### src/logic/ilsb_pkg.sv
// ilsb_pkg: constants and carrier types for the transmit rate limiter
// and diagnostic sideband block; assumes a 32-bit AXI4-Lite register bus
package ilsb_pkg;

  // ----------------------------------------
  // register map (byte addresses)
  // ----------------------------------------
  localparam logic [7:0] ILSB_REG_CTRL = 8'h00;
  localparam logic [7:0] ILSB_REG_BUCKET_MAX = 8'h04;
  localparam logic [7:0] ILSB_REG_REFILL_AMT = 8'h08;
  localparam logic [7:0] ILSB_REG_REFILL_PER = 8'h0C;
  localparam logic [7:0] ILSB_REG_BURST_MAX = 8'h10;
  localparam logic [7:0] ILSB_REG_TOKENS = 8'h14;
  localparam logic [7:0] ILSB_REG_CRC_OK = 8'h18;
  localparam logic [7:0] ILSB_REG_RX_MUBITS = 8'h1C;

  // ----------------------------------------
  // field positions and reset values
  // ----------------------------------------
  localparam int ILSB_CTRL_ENABLE_BIT = 0;
  localparam logic [11:0] ILSB_BUCKET_MAX_RST = 12'h100;
  localparam logic [11:0] ILSB_REFILL_AMT_RST = 12'h0A0;
  localparam logic [7:0] ILSB_REFILL_PER_RST = 8'h10;
  localparam logic [11:0] ILSB_BURST_MAX_RST = 12'h100;

  // ----------------------------------------
  // word layout
  // ----------------------------------------
  localparam int ILSB_DIAG_INTF_BIT = 32;
  localparam int ILSB_DIAG_LANE_BIT = 33;
  localparam int ILSB_MU_LSB = 24;
  localparam int ILSB_MU_W = 8;
  localparam int ILSB_TOK_W = 16;
  localparam logic [15:0] ILSB_TOKENS_PER_WORD = 16'h0008;

  // ----------------------------------------
  // bus answers
  // ----------------------------------------
  localparam logic [1:0] ILSB_RESP_OKAY = 2'h0;
  localparam logic [1:0] ILSB_RESP_SLVERR = 2'h2;

  // ----------------------------------------
  // carriers
  // ----------------------------------------
  typedef struct packed {
    logic awvalid;
    logic [7:0] awaddr;
    logic wvalid;
    logic [31:0] wdata;
    logic [3:0] wstrb;
    logic bready;
    logic arvalid;
    logic [7:0] araddr;
    logic rready;
  } ilsb_axil_req_t;

  typedef struct packed {
    logic awready;
    logic wready;
    logic bvalid;
    logic [1:0] bresp;
    logic arready;
    logic rvalid;
    logic [31:0] rdata;
    logic [1:0] rresp;
  } ilsb_axil_rsp_t;

  typedef struct packed {
    logic valid;
    logic last;
    logic [63:0] data;
  } ilsb_word_t;

  typedef struct packed {
    logic valid;
    logic crc_good;
    logic [63:0] word;
  } ilsb_diag_rx_t;

endpackage

### src/logic/ilsb_sideband.sv
// ilsb_sideband: transmit token-bucket rate limiter, per-lane diagnostic
// word status, health bit insertion and multi-use bit insertion/extraction.
// assumes framing, lane lock and CRC32 computation happen outside; this
// block sees finished words one per clock on each path.
//
// Summary of operation
// - when enabled, idle control words are inserted between data segments
// - burst starts only with at least burst-max tokens; one token per byte
// - token count may go negative to finish a burst in progress
// - every refill-period plus one cycles, refill-amount tokens are added
// - eight tokens drained per data word forwarded, even short end words
// - enable bit 1 turns the limiter on, 0 turns it off
// - bucket never exceeds capacity; capacity programmed at least burst-max
// - crc ok is 1 only while locked and latest diagnostic CRC good
// - crc fault pulses one cycle per mismatch seen while locked
// - CRC mismatch is status only, lock untouched
// - only CRC checked; diagnostic bits 57:34 ignored
// - received interface health follows bit 32 of latest diagnostic word
// - received lane health follows bit 33 of latest diagnostic word
// - transmit interface health input goes into bit 32 on all lanes
// - each lane health input goes into bit 33 of that lane
// - multi-use input copied into control word bits 31:24, bit 0 at 24
// - look-aside mode has no multi-use input insertion
// - received control word bits 31:24 drive the multi-use output
// - link errors leave the received multi-use output unchanged
// - all-aligned status is 1 when all lanes aligned and deskew done
//
// The implementer's own choices: the placing of the registers and the AXI4-Lite register port.
`timescale 1ns/1ns
module ilsb_sideband #(
  parameter int LANES = 4,
  parameter bit LOOK_ASIDE = 1'b0
) (
  // clock and reset
  input wire logic aclk,
  input wire logic aresetn,
  // register bus
  input wire ilsb_pkg::ilsb_axil_req_t axil_req,
  output ilsb_pkg::ilsb_axil_rsp_t axil_rsp,
  // transmit data words
  input wire ilsb_pkg::ilsb_word_t tx_data_in,
  output logic tx_data_ready,
  output ilsb_pkg::ilsb_word_t tx_data_out,
  output logic tx_idle_insert,
  // transmit control and diagnostic words
  input wire ilsb_pkg::ilsb_word_t tx_ctl_in,
  input wire logic [7:0] tx_mubits,
  output ilsb_pkg::ilsb_word_t tx_ctl_out,
  input wire ilsb_pkg::ilsb_word_t [LANES-1:0] tx_diag_in,
  input wire logic tx_diag_intf_health,
  input wire logic [LANES-1:0] tx_diag_lane_health,
  output ilsb_pkg::ilsb_word_t [LANES-1:0] tx_diag_out,
  // receive diagnostic words
  input wire logic [LANES-1:0] rx_lane_locked,
  input wire ilsb_pkg::ilsb_diag_rx_t [LANES-1:0] rx_diag_in,
  output logic [LANES-1:0] lane_diag_crc_ok,
  output logic [LANES-1:0] lane_diag_crc_fault,
  output logic [LANES-1:0] rx_diag_intf_health,
  output logic [LANES-1:0] rx_diag_lane_health,
  // receive control words and alignment
  input wire ilsb_pkg::ilsb_word_t rx_ctl_in,
  input wire logic rx_link_err,
  output logic [7:0] rx_mubits,
  input wire logic [LANES-1:0] rx_lane_aligned,
  input wire logic rx_deskew_done,
  output logic rx_all_aligned
);
  import ilsb_pkg::*;

  typedef struct packed {
    logic aw_hold;
    logic [7:0] aw_addr;
    logic w_hold;
    logic [31:0] w_data;
    logic [3:0] w_strb;
    logic bvalid;
    logic [1:0] bresp;
    logic rvalid;
    logic [31:0] rdata;
    logic [1:0] rresp;
    logic enable;
    logic [11:0] bucket_max;
    logic [11:0] refill_amt;
    logic [7:0] refill_per;
    logic [11:0] burst_max;
    logic signed [ILSB_TOK_W-1:0] tokens;
    logic [7:0] refill_cnt;
    logic in_burst;
    ilsb_word_t data_out;
    logic idle;
    ilsb_word_t ctl_out;
    ilsb_word_t [LANES-1:0] diag_out;
    logic [LANES-1:0] crc_ok;
    logic [LANES-1:0] crc_fault;
    logic [LANES-1:0] intf;
    logic [LANES-1:0] lanest;
    logic [7:0] mubits;
    logic aligned;
  } ilsb_state_t;

  ilsb_state_t st;
  ilsb_state_t next_st;

  logic gate_open;
  logic take_word;
  logic signed [ILSB_TOK_W+1:0] tok_sum;
  logic signed [ILSB_TOK_W+1:0] tok_cap;
  logic [31:0] wr_merge;
  logic [31:0] rd_word;
  logic rd_hit;
  logic wr_hit;

  // ----------------------------------------
  // handshake outputs
  // ----------------------------------------
  // limiter gate: off passes all; a started burst may not be cut
  assign gate_open = !st.enable || st.in_burst ||
    (st.tokens >= $signed({4'h0, st.burst_max}));
  assign tx_data_ready = gate_open;
  assign take_word = tx_data_in.valid && gate_open;

  always_comb begin
    axil_rsp.awready = !st.aw_hold && !st.bvalid;
    axil_rsp.wready = !st.w_hold && !st.bvalid;
    axil_rsp.bvalid = st.bvalid;
    axil_rsp.bresp = st.bresp;
    axil_rsp.arready = !st.rvalid;
    axil_rsp.rvalid = st.rvalid;
    axil_rsp.rdata = st.rdata;
    axil_rsp.rresp = st.rresp;
  end

  // ----------------------------------------
  // register read mux and write merge
  // ----------------------------------------
  always_comb begin
    rd_word = 32'h0000_0000;
    rd_hit = 1'b1;
    case (axil_req.araddr)
      ILSB_REG_CTRL: rd_word[ILSB_CTRL_ENABLE_BIT] = st.enable;
      ILSB_REG_BUCKET_MAX: rd_word[11:0] = st.bucket_max;
      ILSB_REG_REFILL_AMT: rd_word[11:0] = st.refill_amt;
      ILSB_REG_REFILL_PER: rd_word[7:0] = st.refill_per;
      ILSB_REG_BURST_MAX: rd_word[11:0] = st.burst_max;
      ILSB_REG_TOKENS: rd_word = {{(32-ILSB_TOK_W){st.tokens[ILSB_TOK_W-1]}}, st.tokens};
      ILSB_REG_CRC_OK: rd_word[LANES-1:0] = st.crc_ok;
      ILSB_REG_RX_MUBITS: rd_word[7:0] = st.mubits;
      default: rd_hit = 1'b0;
    endcase
  end

  always_comb begin
    wr_merge = 32'h0000_0000;
    wr_hit = 1'b1;
    case (st.aw_addr)
      ILSB_REG_CTRL: wr_merge[ILSB_CTRL_ENABLE_BIT] = st.enable;
      ILSB_REG_BUCKET_MAX: wr_merge[11:0] = st.bucket_max;
      ILSB_REG_REFILL_AMT: wr_merge[11:0] = st.refill_amt;
      ILSB_REG_REFILL_PER: wr_merge[7:0] = st.refill_per;
      ILSB_REG_BURST_MAX: wr_merge[11:0] = st.burst_max;
      ILSB_REG_TOKENS, ILSB_REG_CRC_OK, ILSB_REG_RX_MUBITS: wr_merge = 32'h0000_0000;
      default: wr_hit = 1'b0;
    endcase
    for (int b = 0; b < 4; b++) begin
      if (st.w_strb[b]) begin
        wr_merge[b*8 +: 8] = st.w_data[b*8 +: 8];
      end
    end
  end

  // ----------------------------------------
  // token arithmetic
  // ----------------------------------------
  always_comb begin
    tok_sum = {{2{st.tokens[ILSB_TOK_W-1]}}, st.tokens};
    if (st.refill_cnt == 8'h00) begin
      tok_sum = tok_sum + $signed({6'h00, st.refill_amt});
    end
    if (take_word) begin
      tok_sum = tok_sum - $signed({2'h0, ILSB_TOKENS_PER_WORD});
    end
    tok_cap = $signed({6'h00, st.bucket_max});
  end

  // ----------------------------------------
  // next state
  // ----------------------------------------
  always_comb begin
    next_st = st;

    // write channel: address and data taken in either order
    if (axil_req.awvalid && axil_rsp.awready) begin
      next_st.aw_hold = 1'b1;
      next_st.aw_addr = axil_req.awaddr;
    end
    if (axil_req.wvalid && axil_rsp.wready) begin
      next_st.w_hold = 1'b1;
      next_st.w_data = axil_req.wdata;
      next_st.w_strb = axil_req.wstrb;
    end
    if (st.bvalid && axil_req.bready) begin
      next_st.bvalid = 1'b0;
    end
    if (st.aw_hold && st.w_hold) begin
      next_st.aw_hold = 1'b0;
      next_st.w_hold = 1'b0;
      next_st.bvalid = 1'b1;
      next_st.bresp = wr_hit ? ILSB_RESP_OKAY : ILSB_RESP_SLVERR;
      case (st.aw_addr)
        ILSB_REG_CTRL: next_st.enable = wr_merge[ILSB_CTRL_ENABLE_BIT];
        ILSB_REG_BUCKET_MAX: next_st.bucket_max = wr_merge[11:0];
        ILSB_REG_REFILL_AMT: next_st.refill_amt = wr_merge[11:0];
        ILSB_REG_REFILL_PER: next_st.refill_per = wr_merge[7:0];
        ILSB_REG_BURST_MAX: next_st.burst_max = wr_merge[11:0];
        default: next_st.enable = st.enable;
      endcase
    end

    // read channel
    if (st.rvalid && axil_req.rready) begin
      next_st.rvalid = 1'b0;
    end
    if (axil_req.arvalid && axil_rsp.arready) begin
      next_st.rvalid = 1'b1;
      next_st.rdata = rd_word;
      next_st.rresp = rd_hit ? ILSB_RESP_OKAY : ILSB_RESP_SLVERR;
    end

    // token bucket: empty and idle while off, counts while on
    if (!st.enable) begin
      next_st.tokens = '0;
      next_st.refill_cnt = st.refill_per;
      next_st.in_burst = 1'b0;
    end else begin
      next_st.refill_cnt = (st.refill_cnt == 8'h00) ? st.refill_per : st.refill_cnt - 8'h01;
      if (tok_sum > tok_cap) begin
        next_st.tokens = tok_cap[ILSB_TOK_W-1:0];
      end else begin
        next_st.tokens = tok_sum[ILSB_TOK_W-1:0];
      end
      if (take_word) begin
        next_st.in_burst = !tx_data_in.last;
      end
    end

    // forwarded data and idle slot marker
    next_st.data_out.valid = take_word;
    next_st.data_out.last = take_word && tx_data_in.last;
    if (take_word) begin
      next_st.data_out.data = tx_data_in.data;
    end
    next_st.idle = st.enable && tx_data_in.valid && !gate_open;

    // transmit control word with multi-use field
    next_st.ctl_out.valid = tx_ctl_in.valid;
    next_st.ctl_out.last = tx_ctl_in.last;
    if (tx_ctl_in.valid) begin
      next_st.ctl_out.data = tx_ctl_in.data;
      if (!LOOK_ASIDE) begin
        next_st.ctl_out.data[ILSB_MU_LSB +: ILSB_MU_W] = tx_mubits;
      end
    end

    // receive control word multi-use field, frozen across link errors
    if (rx_ctl_in.valid && !rx_link_err) begin
      next_st.mubits = rx_ctl_in.data[ILSB_MU_LSB +: ILSB_MU_W];
    end

    next_st.aligned = (&rx_lane_aligned) && rx_deskew_done;

    // per-lane diagnostic words
    for (int l = 0; l < LANES; l++) begin
      next_st.diag_out[l].valid = tx_diag_in[l].valid;
      next_st.diag_out[l].last = tx_diag_in[l].last;
      if (tx_diag_in[l].valid) begin
        next_st.diag_out[l].data = tx_diag_in[l].data;
        next_st.diag_out[l].data[ILSB_DIAG_INTF_BIT] = tx_diag_intf_health;
        next_st.diag_out[l].data[ILSB_DIAG_LANE_BIT] = tx_diag_lane_health[l];
      end
      // only the CRC verdict matters; reserved bits are not looked at
      next_st.crc_fault[l] = rx_lane_locked[l] && rx_diag_in[l].valid &&
        !rx_diag_in[l].crc_good;
      if (!rx_lane_locked[l]) begin
        next_st.crc_ok[l] = 1'b0;
      end else if (rx_diag_in[l].valid) begin
        next_st.crc_ok[l] = rx_diag_in[l].crc_good;
      end
      if (rx_diag_in[l].valid) begin
        next_st.intf[l] = rx_diag_in[l].word[ILSB_DIAG_INTF_BIT];
        next_st.lanest[l] = rx_diag_in[l].word[ILSB_DIAG_LANE_BIT];
      end
    end
  end

  // ----------------------------------------
  // state register
  // ----------------------------------------
  always_ff @(posedge aclk) begin
    if (!aresetn) begin
      st <= '0;
      st.bucket_max <= ILSB_BUCKET_MAX_RST;
      st.refill_amt <= ILSB_REFILL_AMT_RST;
      st.refill_per <= ILSB_REFILL_PER_RST;
      st.burst_max <= ILSB_BURST_MAX_RST;
      st.refill_cnt <= ILSB_REFILL_PER_RST;
    end else begin
      st <= next_st;
    end
  end

  // ----------------------------------------
  // registered outputs
  // ----------------------------------------
  assign tx_data_out = st.data_out;
  assign tx_idle_insert = st.idle;
  assign tx_ctl_out = st.ctl_out;
  assign tx_diag_out = st.diag_out;
  assign lane_diag_crc_ok = st.crc_ok;
  assign lane_diag_crc_fault = st.crc_fault;
  assign rx_diag_intf_health = st.intf;
  assign rx_diag_lane_health = st.lanest;
  assign rx_mubits = st.mubits;
  assign rx_all_aligned = st.aligned;

endmodule

### config.mk
export PLATFORM = sky130hd
export DESIGN_NAME = ilsb_sideband
export DESIGN_NICKNAME = d
export VERILOG_FILES = /design/src/logic/ilsb_pkg.sv /design/src/logic/ilsb_sideband.sv
export SDC_FILE = /design/constraint.sdc
export NUM_CORES = 1
export LEC_CHECK = 0
export BUFFER_PORTS_ARGS = -buffer_cell sky130_fd_sc_hd__buf_2
export CORE_AREA = 5 5 495 497
export CTS_CLUSTER_DIAMETER = 80
export CTS_CLUSTER_SIZE = 40
export DETAILED_ROUTE_END_ITERATION = 8
export DIE_AREA = 0 0 500 502
export PLACE_DENSITY = 0.3
export SETUP_SLACK_MARGIN = 0.2
export SLEW_MARGIN = 10
export SYNTH_ARGS = -nofsm -noshare
export SYNTH_HDL_FRONTEND = slang
export SYNTH_SLANG_ARGS = --single-unit
### constraint.sdc
create_clock -name aclk -period 12.2 [get_ports aclk]
set_input_delay 0 -clock aclk [delete_from_list [all_inputs] [get_ports aclk]]
set_output_delay 0 -clock aclk [all_outputs]
set_load 0.02 [all_outputs]
==> results of run 1 <==
[per-layer routing]
layer | wire, um | track usage [%] | share of wire (%) | vias to the layer above
met5 | 186 | 0 | 0.14 | -
met4 | 5470 | 4.02 | 4.2 | 28
met3 | 15700 | 5.51 | 12 | 182
met2 | 53700 | 14.5 | 41 | 842
met1 | 54600 | 11.8 | 42 | 10400
li1 | - | - | - | 11000
[worst paths after layout]
check	to	depth (start not counted)	slack (ps)
worst max-delay path	st[431]	21	5960
worst min-delay path	tx_diag_out[149]	4	90
worst max register to register	st[431]	21	5960
worst min register to register	tx_data_out[32]	2	460
[cells in the final DEF, fill, tap and decap left out, types with 11 or more instances in the layout]
cell / instances
sky130_fd_sc_hd__a21boi_0: 130
sky130_fd_sc_hd__a21oi_1: 41
sky130_fd_sc_hd__a22oi_1: 11
sky130_fd_sc_hd__and2_1: 22
sky130_fd_sc_hd__buf_2: 920
sky130_fd_sc_hd__buf_4: 21
sky130_fd_sc_hd__clkbuf_16: 68
sky130_fd_sc_hd__dfxtp_1: 536
sky130_fd_sc_hd__diode_2: 23
sky130_fd_sc_hd__dlygate4sd3_1: 677
sky130_fd_sc_hd__ha_1: 38
sky130_fd_sc_hd__inv_1: 38
sky130_fd_sc_hd__mux2i_1: 366
sky130_fd_sc_hd__nand2_1: 367
sky130_fd_sc_hd__nand3_1: 17
sky130_fd_sc_hd__nand4_1: 13
sky130_fd_sc_hd__nor2_1: 47
sky130_fd_sc_hd__nor2b_1: 349
sky130_fd_sc_hd__nor3_1: 14
sky130_fd_sc_hd__o21ai_0: 32
sky130_fd_sc_hd__xnor2_1: 14
[registers in the layout, indices dropped and copies added, names as in the netlist]
name / flops
tx_diag_out: 264
st: 94
tx_ctl_out: 66
tx_data_out: 66
axil_rsp: 20
rx_mubits: 8
lane_diag_crc_fault: 4
lane_diag_crc_ok: 4
rx_diag_intf_health: 4
rx_diag_lane_health: 4
rx_all_aligned: 1
tx_idle_insert: 1
[power groups by stage]
stage	Clock, uW	Combinational (uW)	Sequential [uW]
2_1_floorplan	0	443	1910
3_3_place_gp	0	618	1930
3_5_place_dp	0	619	1930
4_1_cts	2330	822	1890
5_1_grt	2380	875	1900
6_report	2210	804	1890
[timing repair]
item / 4_1_cts / 5_1_grt
endpoints found under the setup margin: 0 / 0
endpoints found under the hold margin: 492 / 0
hold buffers: 677 / 0
[kinds of logic (layout without fill, tap and decap cells)]
family | Yosys count | in the layout
xor gates and xnor gates | 22 | 22
buffers and inverters | 649 | 1779
adders and majority gates | 39 | 39
AOI/OAI and AO/OA | 308 | 308
and+or+nand+nor | 873 | 873
other | 1 | 25
DFF | 536 | 536
muxes | 378 | 378
[worst register-to-register path: cells and delay by family (launching register included)]
kind,cells,cell delay (ps)
buffers and inverters,1,60
flip-flops,1,320
AO/OA/AOI/OAI,6,1370
AND/OR/NAND/NOR,8,2400
XOR/XNOR,1,370
adder cells (fa/ha/maj),3,730
multiplexers,2,880
[metrics by stage]
step | hold WS (ps) | setup WS, ps
2_1_floorplan | 76.1 | 7910
3_3_place_gp | 181 | 5980
3_5_place_dp | 188 | 5950
4_1_cts | 0.340 | 5920
5_1_grt | 27.7 | 5430
6_report | 91.2 | 5960
[cell type report]
cell class / instances / area [um^2] / area share [%]
repair buffers: 1620 / 11600 / 28.9
multi-input cells: 1622 / 11200 / 27.9
flip-flops and latches: 536 / 10700 / 26.8
well taps: 3185 / 3990 / 9.95
clock buffers: 76 / 1790 / 4.47
clock inverters: 45 / 607 / 1.52
inverters: 38 / 143 / 0.356
diodes: 23 / 57.6 / 0.144
==> metrics.txt, run 1 <==
run status finished, final reports clean; number of global-route vias before repair roughly 23k; classification of the worst-slack hold path input port to flip-flop; Post-DP HPWL 100000 um; CP startpoint kind flip-flop; data required time of the critical path 12770 ps; number of different library cells in the post-synthesis netlist 67; Final Wtd Congestion ~0.83; number of levels the H-tree was split into 3; final-report setup violation count 0; largest net degree at the start of global routing 179; proportion of register bits with asynchronous set or reset after synthesis 0%; area of the placeable core 240000 um^2; worst-path fanout max 15; power per cell area 123 nW/um^2; Bufs and invs on worst path 1; endpoint arrival time on the critical path 6810 ps; Final Non-Filler Cells 7145; Static Leak ~0.017 uW; register area share after synthesis around two fifths; Die X 500 um; unrepaired setup endpoints after global routing false; adder and majority cell fraction of the synthesized area 1.90%; most numerous cell in the Yosys netlist sky130_fd_sc_hd__dfxtp_1; Die H 502 um; post-cts sizing count 0; Initial Util roughly 11%; first-pass iteration count of the detailed router 5; initial antenna violation count 43; count of fill cells added during filler insertion about 27k; Slew @ Worst Pin 1160 ps; number of vias after detailed routing 22.5k; routed length per placed instance 18.2 um; source of the critical timing path st[423]; leftover overflow at the end of global routing 0; top flip-flop cell by instance count after synthesis sky130_fd_sc_hd__dfxtp_1; clock latency at the later pin of the worst-skew pair approximately 700 ps; fin crit share a little over 50%; worst stage delay on the critical path between 600 and 700 ps; Fin Setup TNS 0 ps; Max-Cap Viols 0; number of rows created at floorplan 180; share of final-layout standard cells stronger than drive strength 1 between 20 and 30%; #FFs+latches synth between 500 and 600; Min Clock Period, post-route just over 6000 ps; clock slew at reported path FFs ~80 ps; post-synthesis compound-gate area fraction approximately 8.5%; sequential group share of total power 38.6%; routed wire length ~130000 um; Int Power approximately 3400 uW; TritonCTS clock tree built; Setup Skew 30.4 ps; worst-case headroom to the max-slew limit between 20% and 30%; yosys warns 0; number of nets at the end of the flow between 4k and 5k; Comb power frac between 10% and 20%; global-route wire length before repair 178000 um; FF-to-FF Start st[423]; Synth top cells by count 536 x sky130_fd_sc_hd__dfxtp_1, 458 x sky130_fd_sc_hd__buf_4, 368 x sky130_fd_sc_hd__nand2_1; maximum buffer depth of the clock tree 3; port buffer count 926; Post-Place Cell Area just over 30000 um^2; cell with the largest stage delay on the worst path sky130_fd_sc_hd__nor3_1; hold_sp tx_diag_in[149]; number of cells produced by synthesis ~2.8k; simple-gate portion of the synthesized area 17.0%; Total Power Consumption 4910 uW; fraction of power spent switching nets between 30 and 40%; area of all placed cells without fillers roughly 40000 um^2; Worst VDD drop approximately 0.088 mV; Cell Chain, Critical Path inv_1 -> ha_1 -> nor3b_1 -> nand2_1 -> nor3_1 -> mux2i_1 -> ha_1 -> o211ai_1 -> nor3_1 -> nand2_1 -> xnor2_1 -> ha_1 -> nand4_1 -> nor2_1 -> o31ai_1 -> o21ai_0 -> o2bb2ai_1 -> nand3_1 -> a21oi_2 -> a31oi_4 -> mux2_1; global-route usage over all layers 9.85%; type of the worst setup path flip-flop to flip-flop; number of cells in the design after placement roughly 6.3k; synthesized cell area 26000 um^2; area enclosed by the die boundary 251000 um^2; most frequent cell on the critical path sky130_fd_sc_hd__ha_1; Hold Violations, Final 0; Critical Path End Type flip-flop; main combinational cell family by area after synthesis simple AND/OR/NAND/NOR gates; Layout Area Growth over Synthesis 53.8%; kind of cell with the highest combined delay on the critical path simple AND/OR/NAND/NOR gates; area share of the leading cell type in the synthesized netlist between 40% and 50%; number of enable flip-flop cells after synthesis 0; Fmax achieved ~0.16 GHz; biggest area consumer among synthesized cells sky130_fd_sc_hd__dfxtp_1; Synth Area in XOR/XNOR 0.740%; number of DRC markers after the initial detailed-route iteration roughly 900; fraction of synthesized area in multiplexers 14.6%; portion of total power attributed to the clock network 45.1%; number of antenna-violating nets in the routed design 0; CTS root buffer sky130_fd_sc_hd__clkbuf_16; clk sinks roughly 540; post-layout utilization of the core around 17%; post-CTS setup buffer count 0; detailed-route DRC error count 0; dominant cells by area after synthesis sky130_fd_sc_hd__dfxtp_1 41%, sky130_fd_sc_hd__mux2i_1 14%, sky130_fd_sc_hd__buf_4 13%, sky130_fd_sc_hd__nor2b_1 8.4%, sky130_fd_sc_hd__nand2_1 5.3%; I/O pin count around 1.3k; post-detailed-route via-to-cell ratio 3.15; syn_area_per_cell about 9.3 um^2; number of clock buffers inserted by TritonCTS 67; Final Max Tran Viols 0; net switching power figure roughly 1500 uW
Note: power is estimated with default switching activity, not from simulation.
==> run 2, diff against run 1 <==
Settings changed: ABC_AREA from default to 1, CORE_AREA 5 5 495 497 to 5 5 497 499, DIE_AREA 0 0 500 502 to 0 0 502 504.
Clock period 12.2 ns to 6 ns, I/O delays scaled along.
==> metrics.txt, run 2 <==
run status finished, final reports clean; routed length per placed instance 21.4 um (+18%); clk sinks 536 (unchanged); post-cts sizing count 0 (unchanged); Static Leak 0.0183 uW (+5.4%); CTS root buffer sky130_fd_sc_hd__clkbuf_16; Initial Util 10.2% (-0.67 points); share of final-layout standard cells stronger than drive strength 1 24.1% (-3.5 points); CP startpoint kind flip-flop; Largest register FFs 264 (unchanged); most numerous cell in the Yosys netlist sky130_fd_sc_hd__nor2_1; Max-Cap Viols 0 (unchanged); number of different library cells in the post-synthesis netlist 49 (-27%); classification of the worst-slack hold path input port to flip-flop; worst-case headroom to the max-slew limit 36.6% (+15 points); net switching power figure 3350 uW (+130%); area of all placed cells without fillers 40000 um^2 (about the same); Final Max Tran Viols 0 (unchanged); hold bufs inserted after CTS 801 (+18%); register area share after synthesis 43.5% (+2.3 points); final-report setup violation count 0 (unchanged); TritonCTS clock tree built; area enclosed by the die boundary 253000 um^2 (+0.80%); synthesized cell area 24700 um^2 (-5.3%); number of levels the H-tree was split into 3 (unchanged); Fin Setup TNS 0 ps (unchanged); fraction of power spent switching nets 32.0% (+1.8 points); endpoint arrival time on the critical path 5660 ps (-1150 ps); area share of the leading cell type in the synthesized netlist 43.5% (+2.3 points); number of rows created at floorplan 181 (+0.56%); Synth top cells by count 892 x sky130_fd_sc_hd__nor2_1, 536 x sky130_fd_sc_hd__dfxtp_1, 505 x sky130_fd_sc_hd__o21ai_0; unrepaired setup endpoints after global routing false; fin crit share 84.9% (+34 points); Layout Area Growth over Synthesis 62.3%; clock slew at reported path FFs 70 ps (about the same); post-CTS setup buffer count 0 (unchanged); number of cells produced by synthesis 3327 (+19%); I/O pin count 1272 (unchanged); proportion of register bits with asynchronous set or reset after synthesis 0% (unchanged); number of clock buffers inserted by TritonCTS 68 (+1.5%); biggest area consumer among synthesized cells sky130_fd_sc_hd__dfxtp_1; syn_area_per_cell 7.41 um^2 (-20%); number of nets at the end of the flow 5383 (+14%); number of DRC markers after the initial detailed-route iteration 1578 (+74%); Final Wtd Congestion 0.859 (+2.9%); number of global-route vias before repair 26.9k (+15%); power per cell area 261 nW/um^2 (+110%); depth of the worst register-to-register path 29 (+38%); sequential group share of total power 37.2% (-1.4 points); top flip-flop cell by instance count after synthesis sky130_fd_sc_hd__dfxtp_1; Int Power 7110 uW (+110%); number of antenna-violating nets in the routed design 0 (unchanged); type of the worst setup path flip-flop to flip-flop; most frequent cell on the critical path sky130_fd_sc_hd__nand2_1; hold depth 4 (unchanged); Post-Place Cell Area 29500 um^2 (-4.4%); source of the critical timing path st[467]; Die X 502 um (+0.40%); clock latency at the later pin of the worst-skew pair 690 ps (about the same); port buffer count 926 (unchanged); Fmax achieved 0.196 GHz (+22%); number of enable flip-flop cells after synthesis 0 (unchanged); leftover overflow at the end of global routing 0 (unchanged); slack of the worst reg-to-reg path 900 ps (-5060 ps); Worst VDD drop 0.163 mV (+85%); Crit. path cell count 29 (+38%); Hold Violations, Final 0 (unchanged); Die H 504 um (+0.40%); maximum buffer depth of the clock tree 3 (unchanged); Bufs and invs on worst path 2 (+1); commonest non-fill, non-tap cells in the layout 925 x sky130_fd_sc_hd__buf_2, 892 x sky130_fd_sc_hd__nor2_1, 801 x sky130_fd_sc_hd__dlygate4sd3_1; worst-path fanout max 15 (unchanged); data required time of the critical path 6570 ps (-6200 ps); Slew @ Worst Pin 949 ps (-216 ps); global-route wire length before repair 225000 um (+26%); first-pass iteration count of the detailed router 5 (unchanged); largest net degree at the start of global routing 194 (+8.4%); Min Clock Period, post-route 5100 ps (-1140 ps); number of vias after detailed routing 26.4k (+17%); Post-DP HPWL 135000 um (+34%); Critical Path End Type flip-flop; hold_sp tx_diag_in[142]; dominant cells by area after synthesis sky130_fd_sc_hd__dfxtp_1 44%, sky130_fd_sc_hd__buf_4 14%, sky130_fd_sc_hd__nor2_1 14%, sky130_fd_sc_hd__o21ai_0 10%, sky130_fd_sc_hd__nand2_1 3.5%; kind of cell with the highest combined delay on the critical path simple AND/OR/NAND/NOR gates; endpoint of the worst-slack reg-to-reg timing path st[431]; Setup Skew 42.6 ps (+12.3 ps); worst stage delay on the critical path 480 ps (-200 ps); portion of total power attributed to the clock network 44.1% (-1.0 points); yosys warns 0 (unchanged); area of the placeable core 242000 um^2 (+0.93%); post-detailed-route via-to-cell ratio 3.37 (+7.1%); detailed-route DRC error count 0 (unchanged); routed wire length 167000 um (+29%); cell with the largest stage delay on the worst path sky130_fd_sc_hd__o31ai_1; FF-to-FF Start st[467]; #FFs+latches synth 536 (unchanged); end point of the critical path st[431]; global-route usage over all layers 12.8% (+2.9 points); Comb power frac 18.7% (+2.3 points); most common cell after layout, fill and taps aside sky130_fd_sc_hd__buf_2; initial antenna violation count 57 (+33%)
## run 2: power by group through the flow
stage	clock network [uW]	logic, uW	registers, uW
after floorplan	0	965	3930
after global placement	0	1550	3960
after detailed placement	0	1540	3970
after CTS	4860	2000	3890
after global routing	4950	2130	3910
final	4620	1950	3890
## run 2: how the worst min path moves through the flow
stage	end	slack, ps
6_report	tx_diag_out[142]	100
5_1_grt	rx_diag_lane_health[3]	40
4_1_cts	tx_diag_out[142]	1
3_5_place_dp	lane_diag_crc_fault[1]	190
3_3_place_gp	lane_diag_crc_fault[2]	180
2_1_floorplan	lane_diag_crc_fault[0]	80
## run 2: cells by family (layout without fill, tap and decap cells)
kind of cell | Yosys count | in the layout | share of synthesized area, %
other | 1 | 34 | 0.0152
XOR/XNOR | 14 | 14 | 0.497
AO/OA/AOI/OAI | 685 | 685 | 14.5
flip-flops | 536 | 536 | 43.5
adder cells (fa/ha/maj) | 39 | 39 | 2.01
buffers and inverters | 817 | 2079 | 19.5
AND/OR/NAND/NOR | 1235 | 1235 | 19.9
## run 2: final cells by class
cell class	count	area (um^2)
repair buffers	1752	12900
fillers	27700	202000
clock inverters	47	686
diodes	32	80.1
inverters	203	764
multi-input cells	1975	9130
flip-flops and latches	536	10700
clock buffers	77	1760
well taps	3202	4010
## run 2: worst min-delay path: stages
cell	delay, ps
sky130_fd_sc_hd__dlygate4sd3_1	520
sky130_fd_sc_hd__buf_2	100
sky130_fd_sc_hd__nor2_1	30
sky130_fd_sc_hd__nor2_1	80
## run 2: per-stage QoR
step	instances	setup slack, ps	total power [uW]	util [%]	hold WS [ps]
2_1_floorplan	3328	2270	4890	-	78.0
6_report	7824	903	10500	16.5	96.9
4_1_cts	7792	909	10700	16.5	1.07
3_5_place_dp	6867	950	5510	12.2	186
5_1_grt	7812	429	11000	16.5	37.4
3_3_place_gp	6867	857	5510	12.2	184
## run 2: metal layers
| layer | routed length [um] | GRT usage (%) | part of all wire, % | vias up |
|---|---|---|---|---|
| met4 | 5700 | 4.13 | 3.4 | 32 |
| met2 | 72500 | 20.1 | 43 | 952 |
| met1 | 71400 | 15.7 | 43 | 12500 |
| met5 | 184 | 0 | 0.11 | - |
| li1 | - | - | - | 12700 |
| met3 | 17300 | 5.48 | 10 | 179 |
==> run 3, diff against run 2 <==
Clock period 6 ns to 5.2 ns, I/O delays scaled along.
==> metrics.txt, run 3 (synthesis results as in run 2) <==
endpoint of the worst-slack reg-to-reg timing path st[435]; Setup Skew 39.2 ps (-3.46 ps); post-layout utilization of the core 16.1% (-0.42 points); Post-DP HPWL 135000 um (+0.24%); Largest register FFs 264 (unchanged); Static Leak 0.0177 uW (-3.2%); hold_sp tx_diag_in[65]; Fin Setup TNS 0 ps (unchanged); number of DRC markers after the initial detailed-route iteration 1379 (-13%); post-detailed-route via-to-cell ratio 3.35 (-0.65%); number of levels the H-tree was split into 3 (unchanged); global-route wire length before repair 223000 um (-0.97%); routed wire length 167000 um (-0.21%); cell with the largest stage delay on the worst path sky130_fd_sc_hd__fa_2; clock latency at the later pin of the worst-skew pair 680 ps (about the same); routed length per placed instance 21.6 um (+1.1%); classification of the worst-slack hold path input port to flip-flop; source of the critical timing path st[467]; FF-to-FF Start st[467]; Fmax achieved 0.218 GHz (+11%); fraction of power spent switching nets 32.8% (+0.74 points); number of vias after detailed routing 25.9k (-1.9%); area enclosed by the die boundary 253000 um^2 (unchanged); Final Max Tran Viols 0 (unchanged); Slew @ Worst Pin 950 ps (+1.78 ps); GR met1 Demand/Resource 15.2% (-0.50 points); first-pass iteration count of the detailed router 5 (unchanged); leftover overflow at the end of global routing 0 (unchanged); number of clock buffers inserted by TritonCTS 69 (+1.5%); number of antenna-violating nets in the routed design 0 (unchanged); initial antenna violation count 59 (+3.5%); Max-Cap Viols 0 (unchanged); clock slew at reported path FFs 70 ps (about the same); CTS root buffer sky130_fd_sc_hd__clkbuf_16; largest net degree at the start of global routing 191 (-1.5%); number of rows created at floorplan 181 (unchanged); Layout Area Growth over Synthesis 58.2%; depth of the worst register-to-register path 31 (+6.9%); count of fill cells added during filler insertion 27.8k (+0.47%); commonest non-fill, non-tap cells in the layout 925 x sky130_fd_sc_hd__buf_2, 892 x sky130_fd_sc_hd__nor2_1, 689 x sky130_fd_sc_hd__dlygate4sd3_1; power per cell area 308 nW/um^2 (+18%); final-report setup violation count 0 (unchanged); area of all placed cells without fillers 39000 um^2 (-2.5%); port buffer count 926 (unchanged); worst-path fanout max 14 (-1); hold depth 4 (unchanged); portion of total power attributed to the clock network 44.4% (+0.3 points); net switching power figure 3930 uW (+17%); GR met2 Demand/Resource 19.5% (-0.53 points); most frequent cell on the critical path sky130_fd_sc_hd__nand2_1; number of global-route vias before repair 26.4k (-2.1%); global-route usage over all layers 12.7% (-0.060 points); area of the placeable core 242000 um^2 (unchanged); Worst VDD drop 0.184 mV (+13%); Comb power frac 18.3% (-0.4 points); worst-case headroom to the max-slew limit 36.6% (about the same); Int Power 8070 uW (+13%); met3 track utilization from global routing 6.14% (+0.66 points); slack of the worst reg-to-reg path 600 ps (-300 ps); share of final-layout standard cells stronger than drive strength 1 25.1% (+0.91 points); clk sinks 536 (unchanged); TritonCTS clock tree built; endpoint arrival time on the critical path 5170 ps (-490 ps); worst stage delay on the critical path 390 ps (-90 ps); type of the worst setup path flip-flop to flip-flop; sequential group share of total power 37.3% (about the same); Critical Path End Type flip-flop; most common cell after layout, fill and taps aside sky130_fd_sc_hd__buf_2; maximum buffer depth of the clock tree 3 (unchanged); Post-Place Cell Area 29500 um^2 (+0.13%); hold-critical path endpoint tx_diag_out[1]; Die H 504 um (unchanged); Crit. path cell count 31 (+6.9%); Min Clock Period, post-route 4600 ps (-501 ps); detailed-route DRC error count 0 (unchanged); run status finished, final reports clean; Hold Violations, Final 0 (unchanged); data required time of the critical path 5770 ps (-800 ps); Bufs and invs on worst path 6 (+4); number of nets at the end of the flow 5278 (-2.0%); Die X 502 um (unchanged); Fin Hold WS 72.2 ps (-24.7 ps); CP startpoint kind flip-flop; Final Wtd Congestion 0.869 (+1.2%); Initial Util 10.2% (unchanged); I/O pin count 1272 (unchanged); unrepaired setup endpoints after global routing false; kind of cell with the highest combined delay on the critical path simple AND/OR/NAND/NOR gates; fin crit share 88.4% (+3.4 points); most heavily used metal layer in global routing met2
## run 3: changes by cell type in the layout (fill, tap and decap cells not counted), moves of 5 or more
cell and delta:
sky130_fd_sc_hd__buf_4 +6, sky130_fd_sc_hd__bufinv_16 -5, sky130_fd_sc_hd__clkbuf_8 +6, sky130_fd_sc_hd__clkinv_8 +9
sky130_fd_sc_hd__clkinvlp_4 -7, sky130_fd_sc_hd__dlygate4sd3_1 -112, sky130_fd_sc_hd__inv_6 -5
## run 3: through the flow
step	instances	total power, uW	worst slack, ps
2_1_floorplan	3328	5650	1470
4_1_cts	7688	12300	404
6_report	7723	12000	604
3_3_place_gp	6872	6350	400
5_1_grt	7709	12600	191
3_5_place_dp	6872	6350	444
## run 3: worst max path at each step
stage	to
finish	st[435]
detailed placement	st[435]
global route	st[442]
global placement	st[434]
floorplan	st[438]
CTS	st[435]
## run 3: area by class of cell
cell class	instances	area (um^2)	area share, %
well taps	3202	4010	10.3
clock inverters	46	617	1.58
repair buffers	1646	11800	30.2
flip-flops and latches	536	10700	27.5
multi-input cells	1975	9140	23.4
diodes	34	85.1	0.218
clock buffers	81	1870	4.80
inverters	203	764	1.96
## run 3: layer usage
metal	vias to the layer above	routed length (um)
met5	-	160
met4	32	7090
met3	187	19300
met2	987	70700
met1	12200	69500
li1	12500	-
## run 3: worst reg2reg max path: cells and delay by family (launching register included)
kind / cells / cell delay (ps)
DFF: 1 / 370
adders and majority gates: 4 / 1080
and+or+nand+nor: 17 / 1600
xor gates and xnor gates: 1 / 230
buffers and inverters: 6 / 690
AOI/OAI and AO/OA: 3 / 540
## run 3: power groups by stage
stage / Sequential, uW / Clock (uW) / Combinational [uW]
4_1_cts: 4480 / 5580 / 2240
3_5_place_dp: 4570 / 0 / 1780
3_3_place_gp: 4570 / 0 / 1780
6_report: 4480 / 5330 / 2190
2_1_floorplan: 4530 / 0 / 1110
5_1_grt: 4510 / 5710 / 2390
## run 3: repair_timing
action                                 in CTS  in global routing
endpoints found under the hold margin     455                  0
gates resized for setup                     0                  4
hold buffers                              689                  0
setup buffers                               0                  1
setup endpoints to repair                   0                 16
